### config.mk
export PLATFORM = sky130hd
export DESIGN_NAME = tmc_timer
export DESIGN_NICKNAME = d
export VERILOG_FILES = /design/src/rtl/tmc_pkg.sv /design/src/rtl/tmc_edge_sync.sv /design/src/rtl/tmc_match_ch.sv /design/src/rtl/tmc_timer.sv
export SDC_FILE = /design/constraint.sdc
export NUM_CORES = 1
export LEC_CHECK = 0
export BUFFER_PORTS_ARGS = -buffer_cell sky130_fd_sc_hd__buf_2
export CAP_MARGIN = 20
export CORE_UTILIZATION = 45
export DETAILED_ROUTE_END_ITERATION = 10
export GPL_ROUTABILITY_DRIVEN = 0
export HOLD_SLACK_MARGIN = 0.1
export PLACE_DENSITY_LB_ADDON = 0.1
export SYNTH_ARGS = -nofsm -noshare
export SYNTH_HDL_FRONTEND = slang
export SYNTH_HIERARCHICAL = 1
export SYNTH_SLANG_ARGS = --single-unit
### constraint.sdc
create_clock -name i_ref_clk -period 7.1 [get_ports i_ref_clk]
set_input_delay 1.42 -clock i_ref_clk [delete_from_list [all_inputs] [get_ports i_ref_clk]]
set_output_delay 1.42 -clock i_ref_clk [all_outputs]
set_load 0.01 [all_outputs]
### src/rtl/tmc_pkg.sv
// Constants, types and register map of the 32-bit timer/counter.
// Assumes a single 200 MHz clock and a plain strobe register port.
//
// Overview of operation
// - 32-bit count steps once per (prescale value + 1) source ticks.
// - Timer mode counts clock cycles; counter mode counts external input edges.
// - Two capture registers load the count on their input's transition.
// - Capture events raise an interrupt when their mask bit is set.
// - Four match registers compared against the count signal match events.
// - Match without stop or reset keeps counting, optional interrupt.
// - Match with stop halts count and prescaler, optional interrupt.
// - Match with reset returns count to zero and continues, optional interrupt.
// - Four match outputs go low, high, toggle or hold on their match.
package tmc_pkg;
	typedef struct packed {
		logic        wr;
		logic        rd;
		logic [7:0]  addr;
		logic [31:0] wdata;
	} tmc_bus_req_s;

	typedef enum logic [2:0] {
		ST_STOP  = 3'b001,
		ST_RUN   = 3'b010,
		ST_CLEAR = 3'b100
	} tmc_run_e;

	localparam logic [7:0] OFS_CTRL     = 8'h00;
	localparam logic [7:0] OFS_MODE     = 8'h04;
	localparam logic [7:0] OFS_COUNT    = 8'h08;
	localparam logic [7:0] OFS_PRESCALE = 8'h0C;
	localparam logic [7:0] OFS_PCOUNT   = 8'h10;
	localparam logic [7:0] OFS_MATCH_CTL = 8'h14;
	localparam logic [7:0] OFS_MATCH0   = 8'h18;
	localparam logic [7:0] OFS_MATCH1   = 8'h1C;
	localparam logic [7:0] OFS_MATCH2   = 8'h20;
	localparam logic [7:0] OFS_MATCH3   = 8'h24;
	localparam logic [7:0] OFS_CAP_CTL  = 8'h28;
	localparam logic [7:0] OFS_CAP0     = 8'h2C;
	localparam logic [7:0] OFS_CAP1     = 8'h30;
	localparam logic [7:0] OFS_EXT_CTL  = 8'h34;
	localparam logic [7:0] OFS_INT_STAT = 8'h38;
	localparam logic [7:0] OFS_INT_MASK = 8'h3C;

	// CTRL fields
	localparam int CTRL_EN_BIT  = 0;
	localparam int CTRL_CLR_BIT = 1;
	// MODE fields: bit 0 counter mode, bits 2:1 count edge (bit1 rise, bit2 fall)
	localparam int MODE_CNT_BIT  = 0;
	localparam int MODE_RISE_BIT = 1;
	localparam int MODE_FALL_BIT = 2;
	localparam logic [2:0] MODE_RST = 3'h2;
	// MATCH_CTL: bits 3:0 reset on match, bits 7:4 stop on match
	localparam int MCTL_RST_LSB  = 0;
	localparam int MCTL_STOP_LSB = 4;
	// CAP_CTL: two bits per channel, low bit rise, high bit fall
	localparam logic [3:0] CAP_CTL_RST = 4'h5;
	// EXT_CTL: bits 3:0 pin states, bits 11:4 two-bit action per pin
	localparam int EXT_ACT_LSB = 4;
	localparam logic [1:0] ACT_NONE   = 2'h0;
	localparam logic [1:0] ACT_LOW    = 2'h1;
	localparam logic [1:0] ACT_HIGH   = 2'h2;
	localparam logic [1:0] ACT_TOGGLE = 2'h3;
	// INT_STAT / INT_MASK: bits 3:0 match, bits 5:4 capture
	localparam int INT_MATCH_LSB = 0;
	localparam int INT_CAP_LSB   = 4;
	localparam int INT_W         = 6;

	localparam logic [31:0] WORD_RST = 32'h0000_0000;
	localparam int NUM_MATCH = 4;
	localparam int NUM_CAP   = 2;
endpackage

### src/rtl/tmc_edge_sync.sv
// Two-stage synchroniser with rising and falling edge pulses.
// Assumes an asynchronous pin; pulses are one clock wide.
`timescale 1ns/1ps
`default_nettype none
module tmc_edge_sync (
	input  wire logic i_ref_clk,	// System clock
	input  wire logic i_rst_n,	// Sync reset, active low
	input  wire logic i_pin,	// Asynchronous input
	output logic      o_rise,	// One-cycle rising pulse
	output logic      o_fall	// One-cycle falling pulse
);
	logic meta_q;
	logic sync_q;
	logic last_q;

	// First stage feeds only the second
	always_ff @(posedge i_ref_clk) begin
		if (!i_rst_n) begin
			meta_q <= 1'b0;
			sync_q <= 1'b0;
			last_q <= 1'b0;
		end else begin
			meta_q <= i_pin;
			sync_q <= meta_q;
			last_q <= sync_q;
		end
	end

	assign o_rise = sync_q & ~last_q;
	assign o_fall = ~sync_q & last_q;
endmodule // tmc_edge_sync
`default_nettype wire

### src/rtl/tmc_match_ch.sv
// One match channel: comparator and its external output action.
// Assumes the step pulse marks each count update.
`timescale 1ns/1ps
`default_nettype none
module tmc_match_ch (
	input  wire logic        i_ref_clk,	// System clock
	input  wire logic        i_rst_n,	// Sync reset, active low
	input  wire logic        i_step,	// Count update pulse
	input  wire logic [31:0] i_count,	// Current count
	input  wire logic [31:0] i_match,	// Match value
	input  wire logic [1:0]  i_action,	// Output action
	input  wire logic        i_load,	// Software load of pin state
	input  wire logic        i_load_val,	// Value to load
	output logic             o_hit,	// Match event pulse
	output logic             o_pin	// Match output, registered
);
	import tmc_pkg::*;

	assign o_hit = i_step & (i_count == i_match);

	always_ff @(posedge i_ref_clk) begin
		if (!i_rst_n) begin
			o_pin <= 1'b0;
		end else if (o_hit) begin
			case (i_action)
				ACT_LOW:    o_pin <= 1'b0;
				ACT_HIGH:   o_pin <= 1'b1;
				ACT_TOGGLE: o_pin <= ~o_pin;
				default:    o_pin <= o_pin;
			endcase
		end else if (i_load) begin
			o_pin <= i_load_val;
		end
	end
endmodule // tmc_match_ch
`default_nettype wire

### src/rtl/tmc_timer.sv
// Top of the 32-bit timer/counter: registers, prescaler, count,
// capture, match actions and interrupt.
// Assumes the bus master obeys one-cycle strobes, never both at once.
//
// The placing of the registers and the strobed register port were left to the implementer.
`timescale 1ns/1ps
`default_nettype none
module tmc_timer (
	input  wire logic                  i_ref_clk,	// 200 MHz clock
	input  wire logic                  i_rst_n,	// Sync reset, active low
	input  wire tmc_pkg::tmc_bus_req_s i_bus,	// Register request
	output logic [31:0]                o_rdata,	// Read data, cycle after rd
	output logic                       o_irq,	// Interrupt, level
	input  wire logic                  i_cnt_pin,	// External count clock
	input  wire logic [1:0]            i_cap_pin,	// Capture inputs
	output logic [3:0]                 o_match_pin	// Match outputs
);
	import tmc_pkg::*;

	tmc_run_e          st_q;
	logic [1:0]        ctrl_q;
	logic [2:0]        mode_q;
	logic [31:0]       tc_q;
	logic [31:0]       pr_q;
	logic [31:0]       pc_q;
	logic [7:0]        mctl_q;
	logic [31:0]       mr_q [NUM_MATCH];
	logic [3:0]        capctl_q;
	logic [31:0]       cap_q [NUM_CAP];
	logic [7:0]        ext_act_q;
	logic [INT_W-1:0]  stat_q;
	logic [INT_W-1:0]  stat_d;
	logic [INT_W-1:0]  mask_q;
	logic [31:0]       rdata_q;
	logic              irq_q;

	logic              cnt_rise;
	logic              cnt_fall;
	logic [1:0]        cap_rise;
	logic [1:0]        cap_fall;
	logic [1:0]        cap_evt;
	logic              src_tick;
	logic              step;
	logic [3:0]        hit;
	logic [3:0]        rst_en;
	logic [3:0]        stop_en;
	logic              wr_ctrl;
	logic              wr_count;
	logic              wr_ext;

	assign rst_en   = mctl_q[MCTL_RST_LSB +: NUM_MATCH];
	assign stop_en  = mctl_q[MCTL_STOP_LSB +: NUM_MATCH];
	assign wr_ctrl  = i_bus.wr && (i_bus.addr == OFS_CTRL);
	assign wr_count = i_bus.wr && (i_bus.addr == OFS_COUNT);
	assign wr_ext   = i_bus.wr && (i_bus.addr == OFS_EXT_CTL);

	// External inputs
	tmc_edge_sync u_cnt_sync (
		.i_ref_clk (i_ref_clk),
		.i_rst_n   (i_rst_n),
		.i_pin     (i_cnt_pin),
		.o_rise    (cnt_rise),
		.o_fall    (cnt_fall)
	);

	genvar gi;
	generate
		for (gi = 0; gi < NUM_CAP; gi++) begin : g_cap_sync
			tmc_edge_sync u_cap_sync (
				.i_ref_clk (i_ref_clk),
				.i_rst_n   (i_rst_n),
				.i_pin     (i_cap_pin[gi]),
				.o_rise    (cap_rise[gi]),
				.o_fall    (cap_fall[gi])
			);
			assign cap_evt[gi] = (cap_rise[gi] & capctl_q[2*gi])
				| (cap_fall[gi] & capctl_q[2*gi+1]);
		end
	endgenerate

	// Count source and prescaler rollover
	always_comb begin
		if (mode_q[MODE_CNT_BIT]) begin
			src_tick = (cnt_rise & mode_q[MODE_RISE_BIT])
				| (cnt_fall & mode_q[MODE_FALL_BIT]);
		end else begin
			src_tick = 1'b1;
		end
	end

	assign step = (st_q == ST_RUN) && src_tick && (pc_q >= pr_q);

	generate
		for (gi = 0; gi < NUM_MATCH; gi++) begin : g_match
			tmc_match_ch u_match (
				.i_ref_clk  (i_ref_clk),
				.i_rst_n    (i_rst_n),
				.i_step     (step),
				.i_count    (tc_q),
				.i_match    (mr_q[gi]),
				.i_action   (ext_act_q[2*gi +: 2]),
				.i_load     (wr_ext),
				.i_load_val (i_bus.wdata[gi]),
				.o_hit      (hit[gi]),
				.o_pin      (o_match_pin[gi])
			);
		end
	endgenerate

	// Run state follows CTRL; a stop match drops the enable
	always_ff @(posedge i_ref_clk) begin
		if (!i_rst_n) begin
			ctrl_q <= 2'h0;
		end else if (wr_ctrl) begin
			ctrl_q <= i_bus.wdata[1:0];
		end else if (|(hit & stop_en)) begin
			ctrl_q[CTRL_EN_BIT] <= 1'b0;
		end
	end

	always_ff @(posedge i_ref_clk) begin
		if (!i_rst_n) begin
			st_q <= ST_STOP;
		end else begin
			case (st_q)
				ST_RUN: begin
					if (|(hit & stop_en)) begin
						st_q <= ST_STOP;
					end else if (wr_ctrl && i_bus.wdata[CTRL_CLR_BIT]) begin
						st_q <= ST_CLEAR;
					end else if (wr_ctrl && !i_bus.wdata[CTRL_EN_BIT]) begin
						st_q <= ST_STOP;
					end
				end
				ST_STOP, ST_CLEAR: begin
					if (wr_ctrl) begin
						if (i_bus.wdata[CTRL_CLR_BIT]) begin
							st_q <= ST_CLEAR;
						end else if (i_bus.wdata[CTRL_EN_BIT]) begin
							st_q <= ST_RUN;
						end else begin
							st_q <= ST_STOP;
						end
					end
				end
				default: st_q <= ST_STOP;
			endcase
		end
	end

	// Prescale counter; zeroed while cleared, held while stopped
	// A stale value above a newly lowered limit wraps at once, not after 2^32 ticks
	always_ff @(posedge i_ref_clk) begin
		if (!i_rst_n || st_q == ST_CLEAR) begin
			pc_q <= WORD_RST;
		end else if (st_q == ST_RUN && src_tick) begin
			pc_q <= (pc_q >= pr_q) ? WORD_RST : pc_q + 32'h1;
		end
	end

	// Main count; a reset match wins over the increment
	always_ff @(posedge i_ref_clk) begin
		if (!i_rst_n || st_q == ST_CLEAR) begin
			tc_q <= WORD_RST;
		end else if (wr_count) begin
			tc_q <= i_bus.wdata;
		end else if (step) begin
			if (|(hit & rst_en)) begin
				tc_q <= WORD_RST;
			end else begin
				tc_q <= tc_q + 32'h1;
			end
		end
	end

	// Capture registers
	always_ff @(posedge i_ref_clk) begin
		if (!i_rst_n) begin
			cap_q[0] <= WORD_RST;
			cap_q[1] <= WORD_RST;
		end else begin
			for (int i = 0; i < NUM_CAP; i++) begin
				if (cap_evt[i]) begin
					cap_q[i] <= tc_q;
				end
			end
		end
	end

	// Software-written configuration
	always_ff @(posedge i_ref_clk) begin
		if (!i_rst_n) begin
			mode_q    <= MODE_RST;
			pr_q      <= WORD_RST;
			mctl_q    <= 8'h00;
			capctl_q  <= CAP_CTL_RST;
			ext_act_q <= 8'h00;
			mask_q    <= '0;
			for (int i = 0; i < NUM_MATCH; i++) begin
				mr_q[i] <= WORD_RST;
			end
		end else if (i_bus.wr) begin
			case (i_bus.addr)
				OFS_MODE:      mode_q    <= i_bus.wdata[2:0];
				OFS_PRESCALE:  pr_q      <= i_bus.wdata;
				OFS_MATCH_CTL: mctl_q    <= i_bus.wdata[7:0];
				OFS_MATCH0:    mr_q[0]   <= i_bus.wdata;
				OFS_MATCH1:    mr_q[1]   <= i_bus.wdata;
				OFS_MATCH2:    mr_q[2]   <= i_bus.wdata;
				OFS_MATCH3:    mr_q[3]   <= i_bus.wdata;
				OFS_CAP_CTL:   capctl_q  <= i_bus.wdata[3:0];
				OFS_EXT_CTL:   ext_act_q <= i_bus.wdata[EXT_ACT_LSB +: 8];
				OFS_INT_MASK:  mask_q    <= i_bus.wdata[INT_W-1:0];
				default:       mask_q    <= mask_q;
			endcase
		end
	end

	// Sticky status: a new event beats a same-cycle clear
	always_comb begin
		stat_d = stat_q;
		if (i_bus.wr && i_bus.addr == OFS_INT_STAT) begin
			stat_d = stat_q & ~i_bus.wdata[INT_W-1:0];
		end
		stat_d[INT_MATCH_LSB +: NUM_MATCH] = stat_d[INT_MATCH_LSB +: NUM_MATCH] | hit;
		stat_d[INT_CAP_LSB +: NUM_CAP] = stat_d[INT_CAP_LSB +: NUM_CAP] | cap_evt;
	end

	always_ff @(posedge i_ref_clk) begin
		if (!i_rst_n) begin
			stat_q <= '0;
			irq_q  <= 1'b0;
		end else begin
			stat_q <= stat_d;
			irq_q  <= |(stat_q & mask_q);
		end
	end
	assign o_irq = irq_q;

	// Read port; unmapped addresses read zero
	always_ff @(posedge i_ref_clk) begin
		if (!i_rst_n) begin
			rdata_q <= WORD_RST;
		end else if (i_bus.rd) begin
			case (i_bus.addr)
				OFS_CTRL:      rdata_q <= {27'h0, st_q, ctrl_q};
				OFS_MODE:      rdata_q <= {29'h0, mode_q};
				OFS_COUNT:     rdata_q <= tc_q;
				OFS_PRESCALE:  rdata_q <= pr_q;
				OFS_PCOUNT:    rdata_q <= pc_q;
				OFS_MATCH_CTL: rdata_q <= {24'h0, mctl_q};
				OFS_MATCH0:    rdata_q <= mr_q[0];
				OFS_MATCH1:    rdata_q <= mr_q[1];
				OFS_MATCH2:    rdata_q <= mr_q[2];
				OFS_MATCH3:    rdata_q <= mr_q[3];
				OFS_CAP_CTL:   rdata_q <= {28'h0, capctl_q};
				OFS_CAP0:      rdata_q <= cap_q[0];
				OFS_CAP1:      rdata_q <= cap_q[1];
				OFS_EXT_CTL:   rdata_q <= {20'h0, ext_act_q, o_match_pin};
				OFS_INT_STAT:  rdata_q <= {26'h0, stat_q};
				OFS_INT_MASK:  rdata_q <= {26'h0, mask_q};
				default:       rdata_q <= WORD_RST;
			endcase
		end else begin
			rdata_q <= WORD_RST;
		end
	end
	assign o_rdata = rdata_q;
endmodule // tmc_timer
`default_nettype wire

==> results of run 1 <==
[flip-flops by register name, summed over array words and instances, names as in the netlist, 6 cells and up]
register / count
cap_q: 64
stat_q: 6
o_rdata: 32
tc_q: 32
ext_act_q: 8
pc_q: 32
pr_q: 32
mctl_q: 8
mr_q: 128
mask_q: 6
[final cells by class]
| cell class | count | area, µm² |
|---|---|---|
| inverters | 46 | 173 |
| well taps | 525 | 657 |
| repair buffers | 112 | 678 |
| flip-flops and latches | 374 | 9410 |
| clock inverters | 14 | 114 |
| fillers | 3648 | 19200 |
| multi-input cells | 1272 | 8340 |
| diodes | 1 | 2.50 |
| clock buffers | 64 | 1230 |
[final timing paths]
kind                                                                    to  slack [ns]  depth (start not counted)
worst max-delay path                                  tc_q[3]$_SDFFE_PP0P_        1.73                         16
worst min register to register  g_cap_sync[0].u_cap_sync/sync_q$_SDFF_PN0_        0.44                          1
worst max register to register                        tc_q[3]$_SDFFE_PP0P_        1.73                         16
worst min-delay path            g_cap_sync[0].u_cap_sync/sync_q$_SDFF_PN0_        0.44                          1
[cell usage after synthesis (all sizes together) (20+ instances only)]
| cell type | number |
|---|---|
| a21oi | 107 |
| a221oi | 43 |
| a222oi | 24 |
| a22o | 42 |
| a22oi | 62 |
| a31oi | 42 |
| and2 | 174 |
| and3 | 24 |
| clkbuf | 81 |
| dfxtp | 182 |
| edfxtp | 192 |
| ha | 34 |
| inv | 44 |
| nand2 | 188 |
| nand3 | 69 |
| nand4 | 20 |
| nor2 | 97 |
| nor3 | 22 |
| nor4 | 33 |
| o21ai | 31 |
| xor2 | 151 |
[per-layer routing]
| metal | global-route usage, % | share of wire (%) |
|---|---|---|
| met5 | 0 | 0.021 |
| met4 | 13.9 | 3.9 |
| met3 | 7.30 | 11 |
| met2 | 52.2 | 45 |
| met1 | 47.3 | 40 |
[per-stage QoR]
step                hold slack (ns)  cell area [µm²]
floorplan                     0.412            18200
global placement              0.413            19200
detailed placement            0.423            19200
CTS                           0.436            20600
global route                  0.454            20600
finish                        0.436            20600
[cells by family after synthesis]
| logic type | count (synthesis) |
|---|---|
| multiplexers | 18 |
| flip-flops | 374 |
| AND/OR/NAND/NOR | 667 |
| buffers and inverters | 144 |
| adder cells (fa/ha/maj) | 34 |
| AO/OA/AOI/OAI | 385 |
| XOR/XNOR | 168 |
[power by group through the flow]
| stage | sequential, mW | clock [mW] | combinational (mW) |
|---|---|---|---|
| after floorplan | 2.41 | 0 | 0.0860 |
| after global placement | 2.43 | 0 | 0.192 |
| after detailed placement | 2.43 | 0 | 0.193 |
| after CTS | 2.38 | 2.19 | 0.194 |
| after global routing | 2.39 | 2.27 | 0.205 |
| final | 2.39 | 2.17 | 0.199 |
==> flow_metrics.env, run 1 <==
export IMPL_outcome="finished clean"
export IMPL_worstReg2RegStart="pr_q[31]$_SDFFE_PN0P_"
export IMPL_dp_slack_ns=1.86
export IMPL_power_density_mw_per_mm2=231
export IMPL_synth_xor_area_share_pct=8.07
export IMPL_post_cts_resize_count=0
export IMPL_die_area_mm2=0.0413
export IMPL_p_switching_mw=1.11
export IMPL_hp_class="register to register"
export IMPL_synth_area_mm2=0.0182
export IMPL_p_comb_share_pct=4.2
export IMPL_drive_gt1_share_pct=11.3
export IMPL_drc=0
export IMPL_rows=73
export IMPL_synthFlopType="edfxtp_1"
export IMPL_worst_slew_pin_slew_ns=1.08
export IMPL_power_frac_seq_pct=50.2
export IMPL_synth_top_cell_by_area="edfxtp_1"
export IMPL_final_cell_mix="edfxtp_1 (192), nand2_1 (182), dfxtp_1 (182)"
export IMPL_yosys_area_share_simple_pct=19.0
export IMPL_dp_hpwl_um=46700
export IMPL_vias_per_cell=6.45
export IMPL_fin_util_pct=51.7
export IMPL_slew_headroom_pct=27.5
export IMPL_drv_cap=0
export IMPL_wire_per_inst_um=29.4
export IMPL_setup_ws_ns=1.73
export IMPL_fp_dieW_um=203
export IMPL_post_route_min_period_ns=5.37
export IMPL_synth_edf_count=192
export IMPL_synth_top_family_by_area="simple AND/OR/NAND/NOR gates"
export IMPL_synth_top_area_share_pct=31.6
export IMPL_synth_compound_area_share_pct=14.9
export IMPL_numPortBuffers=83
export IMPL_synth_area_per_cell_um2=10.2
export IMPL_path_buf_inv=3
export IMPL_crit_family="simple AND/OR/NAND/NOR gates"
export IMPL_antenna_left=0
export IMPL_clkTransAtPathRegs_ns=0.06
export IMPL_start_util_pct=45.8
export IMPL_track_usage_pct=34.3
export IMPL_first_pass_iters=7
export IMPL_tritoncts="done"
export IMPL_clock_root_buffer="clkbuf_16"
export IMPL_antenna_found_initial=2
export IMPL_io_pins=84
export IMPL_critical_path_peak_fanout=20
export IMPL_cts_sinks=374
export IMPL_hold_buffers=0
export IMPL_grt_max_degree=70
export IMPL_core_area_mm2=0.0398
export IMPL_placed_cells=2327
export IMPL_timing_final_crit_share_pct=75.6
export IMPL_clk_path_buf_depth=3
export IMPL_drv_slew=0
export IMPL_async_flop_share_pct=0
export IMPL_irDropWorstVdd_mv=0.174
export IMPL_synth_fp_nets=1871
export IMPL_setup_viol=0
export IMPL_worstPathCellList="inv_1, ha_1, nand4_1, nor4_1, nand3_2, a31oi_2, nor2_2, inv_2, nand3_1, nor3_2, a22oi_1, nand2_1, inv_1, nand2_1, o21ai_0, a32o_1"
export IMPL_yosys_area_share_adder_pct=2.33
export IMPL_rsz0062_at_grt="false"
export IMPL_switching_share_pct=23.3
export IMPL_dr_total_vias=15500
export IMPL_cp_required_ns=7.56
export IMPL_ys_ff_latch=374
export IMPL_area_growth_pct=13.0
export IMPL_nets=1930
export IMPL_ys_types=71
export IMPL_insertion_delay_ns=0.58
export IMPL_cpMaxStageDelayCell="nor4_1"
export IMPL_finClkSkew_ns=0.0170
export IMPL_first_global_vias=14700
export IMPL_finalHoldViolations=0
export IMPL_drtIter0Drc=2003
export IMPL_htreeDepth=2
export IMPL_final_common_cell="edfxtp_1"
export IMPL_ys_seq_area_share_pct=51.6
export IMPL_p_int_mw=3.64
export IMPL_post_synth_inst_count=1790
export IMPL_startpoint_type="register"
export IMPL_crit_path_end_kind="register"
export IMPL_ys_top_cells_by_area="edfxtp_1 (32%), dfxtp_1 (20%), xor2_1 (7.3%)"
export IMPL_min_from="g_cap_sync[0].u_cap_sync/meta_q$_SDFF_PN0_"
export IMPL_grt_first_pass_wirelength_um=102000
export IMPL_yosysWarnings=6
export IMPL_die_h_um=203
export IMPL_startpoint="pr_q[31]$_SDFFE_PN0P_"
export IMPL_leakagePower_nw=7.31
export IMPL_gr_total_overflow=0
export IMPL_power_total_mw=4.75
export IMPL_critical_path_class="register to register"
export IMPL_stdcell_count=2408
export IMPL_cts_buffers=43
export IMPL_worstPathArrival_ns=5.82
export IMPL_critical_path_max_stage_delay_ns=0.59
export IMPL_routed_wl_um=70800
export IMPL_fmax_mhz=186
export IMPL_postCtsSetupBuffers=0
export IMPL_tns_ns=0
export IMPL_synthMuxAreaShare_pct=1.02
export IMPL_power_share_clock_pct=45.6
(Power assumes the default switching activity.)
==> inputs of run 2 (changes only) <==
Clock period 7.1 ns to 4.5 ns, I/O delays scaled along.
==> run 2 against run 1 <==
  * Via count is 0.40% lower
  * Setup slack worse by 1.5 ns
  * Critical path type unchanged
  * Flip-flop and latch count stayed put
  * Register-to-register slack worse by 1.5 ns
  * Power is 54% higher
  * Clock skew is 0.0059 ns higher
==> flow_metrics.env, run 2 (same netlist as run 1, synthesis figures left out) <==
export IMPL_hp_class="register to register"
export IMPL_nets=1956
export IMPL_rows=73
export IMPL_finClkSkew_ns=0.0229
export IMPL_stdcell_count=2433
export IMPL_clk_path_buf_depth=3
export IMPL_clock_root_buffer="clkbuf_16"
export IMPL_post_route_min_period_ns=4.23
export IMPL_wire_per_inst_um=29.2
export IMPL_fp_dieW_um=203
export IMPL_timing_final_crit_share_pct=94.0
export IMPL_final_cell_mix="edfxtp_1 (192), nand2_1 (182), dfxtp_1 (182)"
export IMPL_drive_gt1_share_pct=12.0
export IMPL_largest_registers="mr_q (128), cap_q (64)"
export IMPL_area_growth_pct=13.7
export IMPL_die_h_um=203
export IMPL_setup_viol=0
export IMPL_grt_first_pass_wirelength_um=102000
export IMPL_nFillCells=3645
export IMPL_fmax_mhz=236
export IMPL_hold_buffers=0
export IMPL_rsz0062_at_grt="false"
export IMPL_slew_headroom_pct=29.6
export IMPL_antenna_found_initial=1
export IMPL_placed_cells=2355
export IMPL_worstPathArrival_ns=4.76
export IMPL_critical_path_peak_fanout=17
export IMPL_numPortBuffers=83
export IMPL_htreeDepth=2
export IMPL_drtIter0Drc=2084
export IMPL_worstReg2RegStart="pr_q[0]$_SDFFE_PN0P_"
export IMPL_critical_path_class="register to register"
export IMPL_track_usage_pct=34.3
export IMPL_worst_slew_pin_slew_ns=1.05
export IMPL_start_util_pct=45.8
export IMPL_cts_sinks=374
export IMPL_setup_ws_ns=0.271
export IMPL_insertion_delay_ns=0.58
export IMPL_grt_max_degree=69
export IMPL_core_area_mm2=0.0398
export IMPL_first_global_vias=14600
export IMPL_tns_ns=0
export IMPL_drc=0
export IMPL_final_seq_area_mm2=0.00941
export IMPL_power_density_mw_per_mm2=354
export IMPL_post_cts_resize_count=0
export IMPL_dp_hpwl_um=47800
export IMPL_final_common_cell="edfxtp_1"
export IMPL_leakagePower_nw=7.42
export IMPL_routed_wl_um=70900
export IMPL_drv_cap=0
export IMPL_whs_ns=0.433
export IMPL_dr_total_vias=15500
export IMPL_cts_buffers=42
export IMPL_largest_reg_flops=128
export IMPL_postCtsSetupBuffers=0
export IMPL_finalHoldViolations=0
export IMPL_gr_total_overflow=0
export IMPL_crit_path_end_kind="register"
export IMPL_tritoncts="done"
export IMPL_irDropWorstVdd_mv=0.232
export IMPL_antenna_left=0
export IMPL_dp_slack_ns=0.423
export IMPL_first_pass_iters=6
export IMPL_multiInputGateArea_mm2=0.00834
export IMPL_startpoint_type="register"
export IMPL_cp_required_ns=5.03
export IMPL_io_pins=84
export IMPL_vias_per_cell=6.35
export IMPL_drv_slew=0
export IMPL_die_area_mm2=0.0413
export IMPL_largest_register="mr_q"
export IMPL_min_from="u_cnt_sync/meta_q$_SDFF_PN0_"
export IMPL_clkTransAtPathRegs_ns=0.06
export IMPL_startpoint="pr_q[0]$_SDFFE_PN0P_"
export IMPL_outcome="finished clean"
==> run 2: changes by cell type in the layout (fill, tap and decap cells not counted) <==
| cell | delta |
|---|---|
| and3_1 | +4 |
| and3_2 | -4 |
| buf_12 | +2 |
| buf_4 | +25 |
| bufinv_16 | -2 |
| clkbuf_1 | +3 |
| clkbuf_16 | -2 |
| clkbuf_8 | +1 |
| clkinv_1 | +1 |
| clkinv_2 | -4 |
| inv_6 | +1 |
==> run 2: routing by layer <==
layer  vias up  GRT usage (%)  share of wire (%)
li1       6735              -                  -
met1      7568           48.0                 41
met2       992           52.3                 44
met3       164           5.99                 11
met4         0           13.7                4.3
met5         -              0                  0
==> run 2: power breakdown <==
part | total [mW] | switching, mW | internal, mW
logic | 0.319 | 0.239 | 0.0799
clock network | 3.26 | 1.43 | 1.83
registers | 3.76 | 0.0849 | 3.68
total | 7.34 | 1.75 | 5.58
==> run 2: critical path, stage by stage, from the launching register on <==
cell       delay (ns)
dfxtp_1          0.43
ha_1             0.26
nand2b_1         0.13
a2111oi_0        0.55
or4b_1           0.23
a31oi_2          0.12
nor2_2           0.24
inv_2            0.09
nand3_1          0.10
nor3_2           0.06
buf_4            0.16
a22oi_1          0.22
nand2_1          0.14
buf_4            0.23
nor2_1           0.68
o21ai_0          0.23
a21oi_1          0.19
a31o_2           0.11
==> run 2: cell type report <==
cell class                      instances  area share, %
Inverter                               46          0.833
Multi-Input combinational cell       1272           40.2
Timing Repair Buffer                  139           4.37
Clock buffer                           66           5.80
Tap cell                              525           3.17
Sequential cell                       374           45.4
Antenna cell                            1         0.0121
Clock inverter                         10          0.223
==> run 2: path summary, 6_finish.rpt <==
check / cells after the start / slack, ns / endpoint
max reg2reg: 17 / 0.27 / tc_q[13]$_SDFFE_PP0P_
max: 17 / 0.27 / tc_q[13]$_SDFFE_PP0P_
min reg2reg: 1 / 0.43 / u_cnt_sync/sync_q$_SDFF_PN0_
min: 1 / 0.43 / u_cnt_sync/sync_q$_SDFF_PN0_
==> run 2: per-stage QoR <==
stage | util (%) | cell area (µm²) | power, mW
5_1_grt | 52.1 | 20700 | 7.49
6_report | 52.1 | 20700 | 7.34
3_3_place_gp | 48.9 | 19500 | 4.14
3_5_place_dp | 48.9 | 19500 | 4.14
4_1_cts | 52.0 | 20700 | 7.34
2_1_floorplan | - | 18200 | 3.93
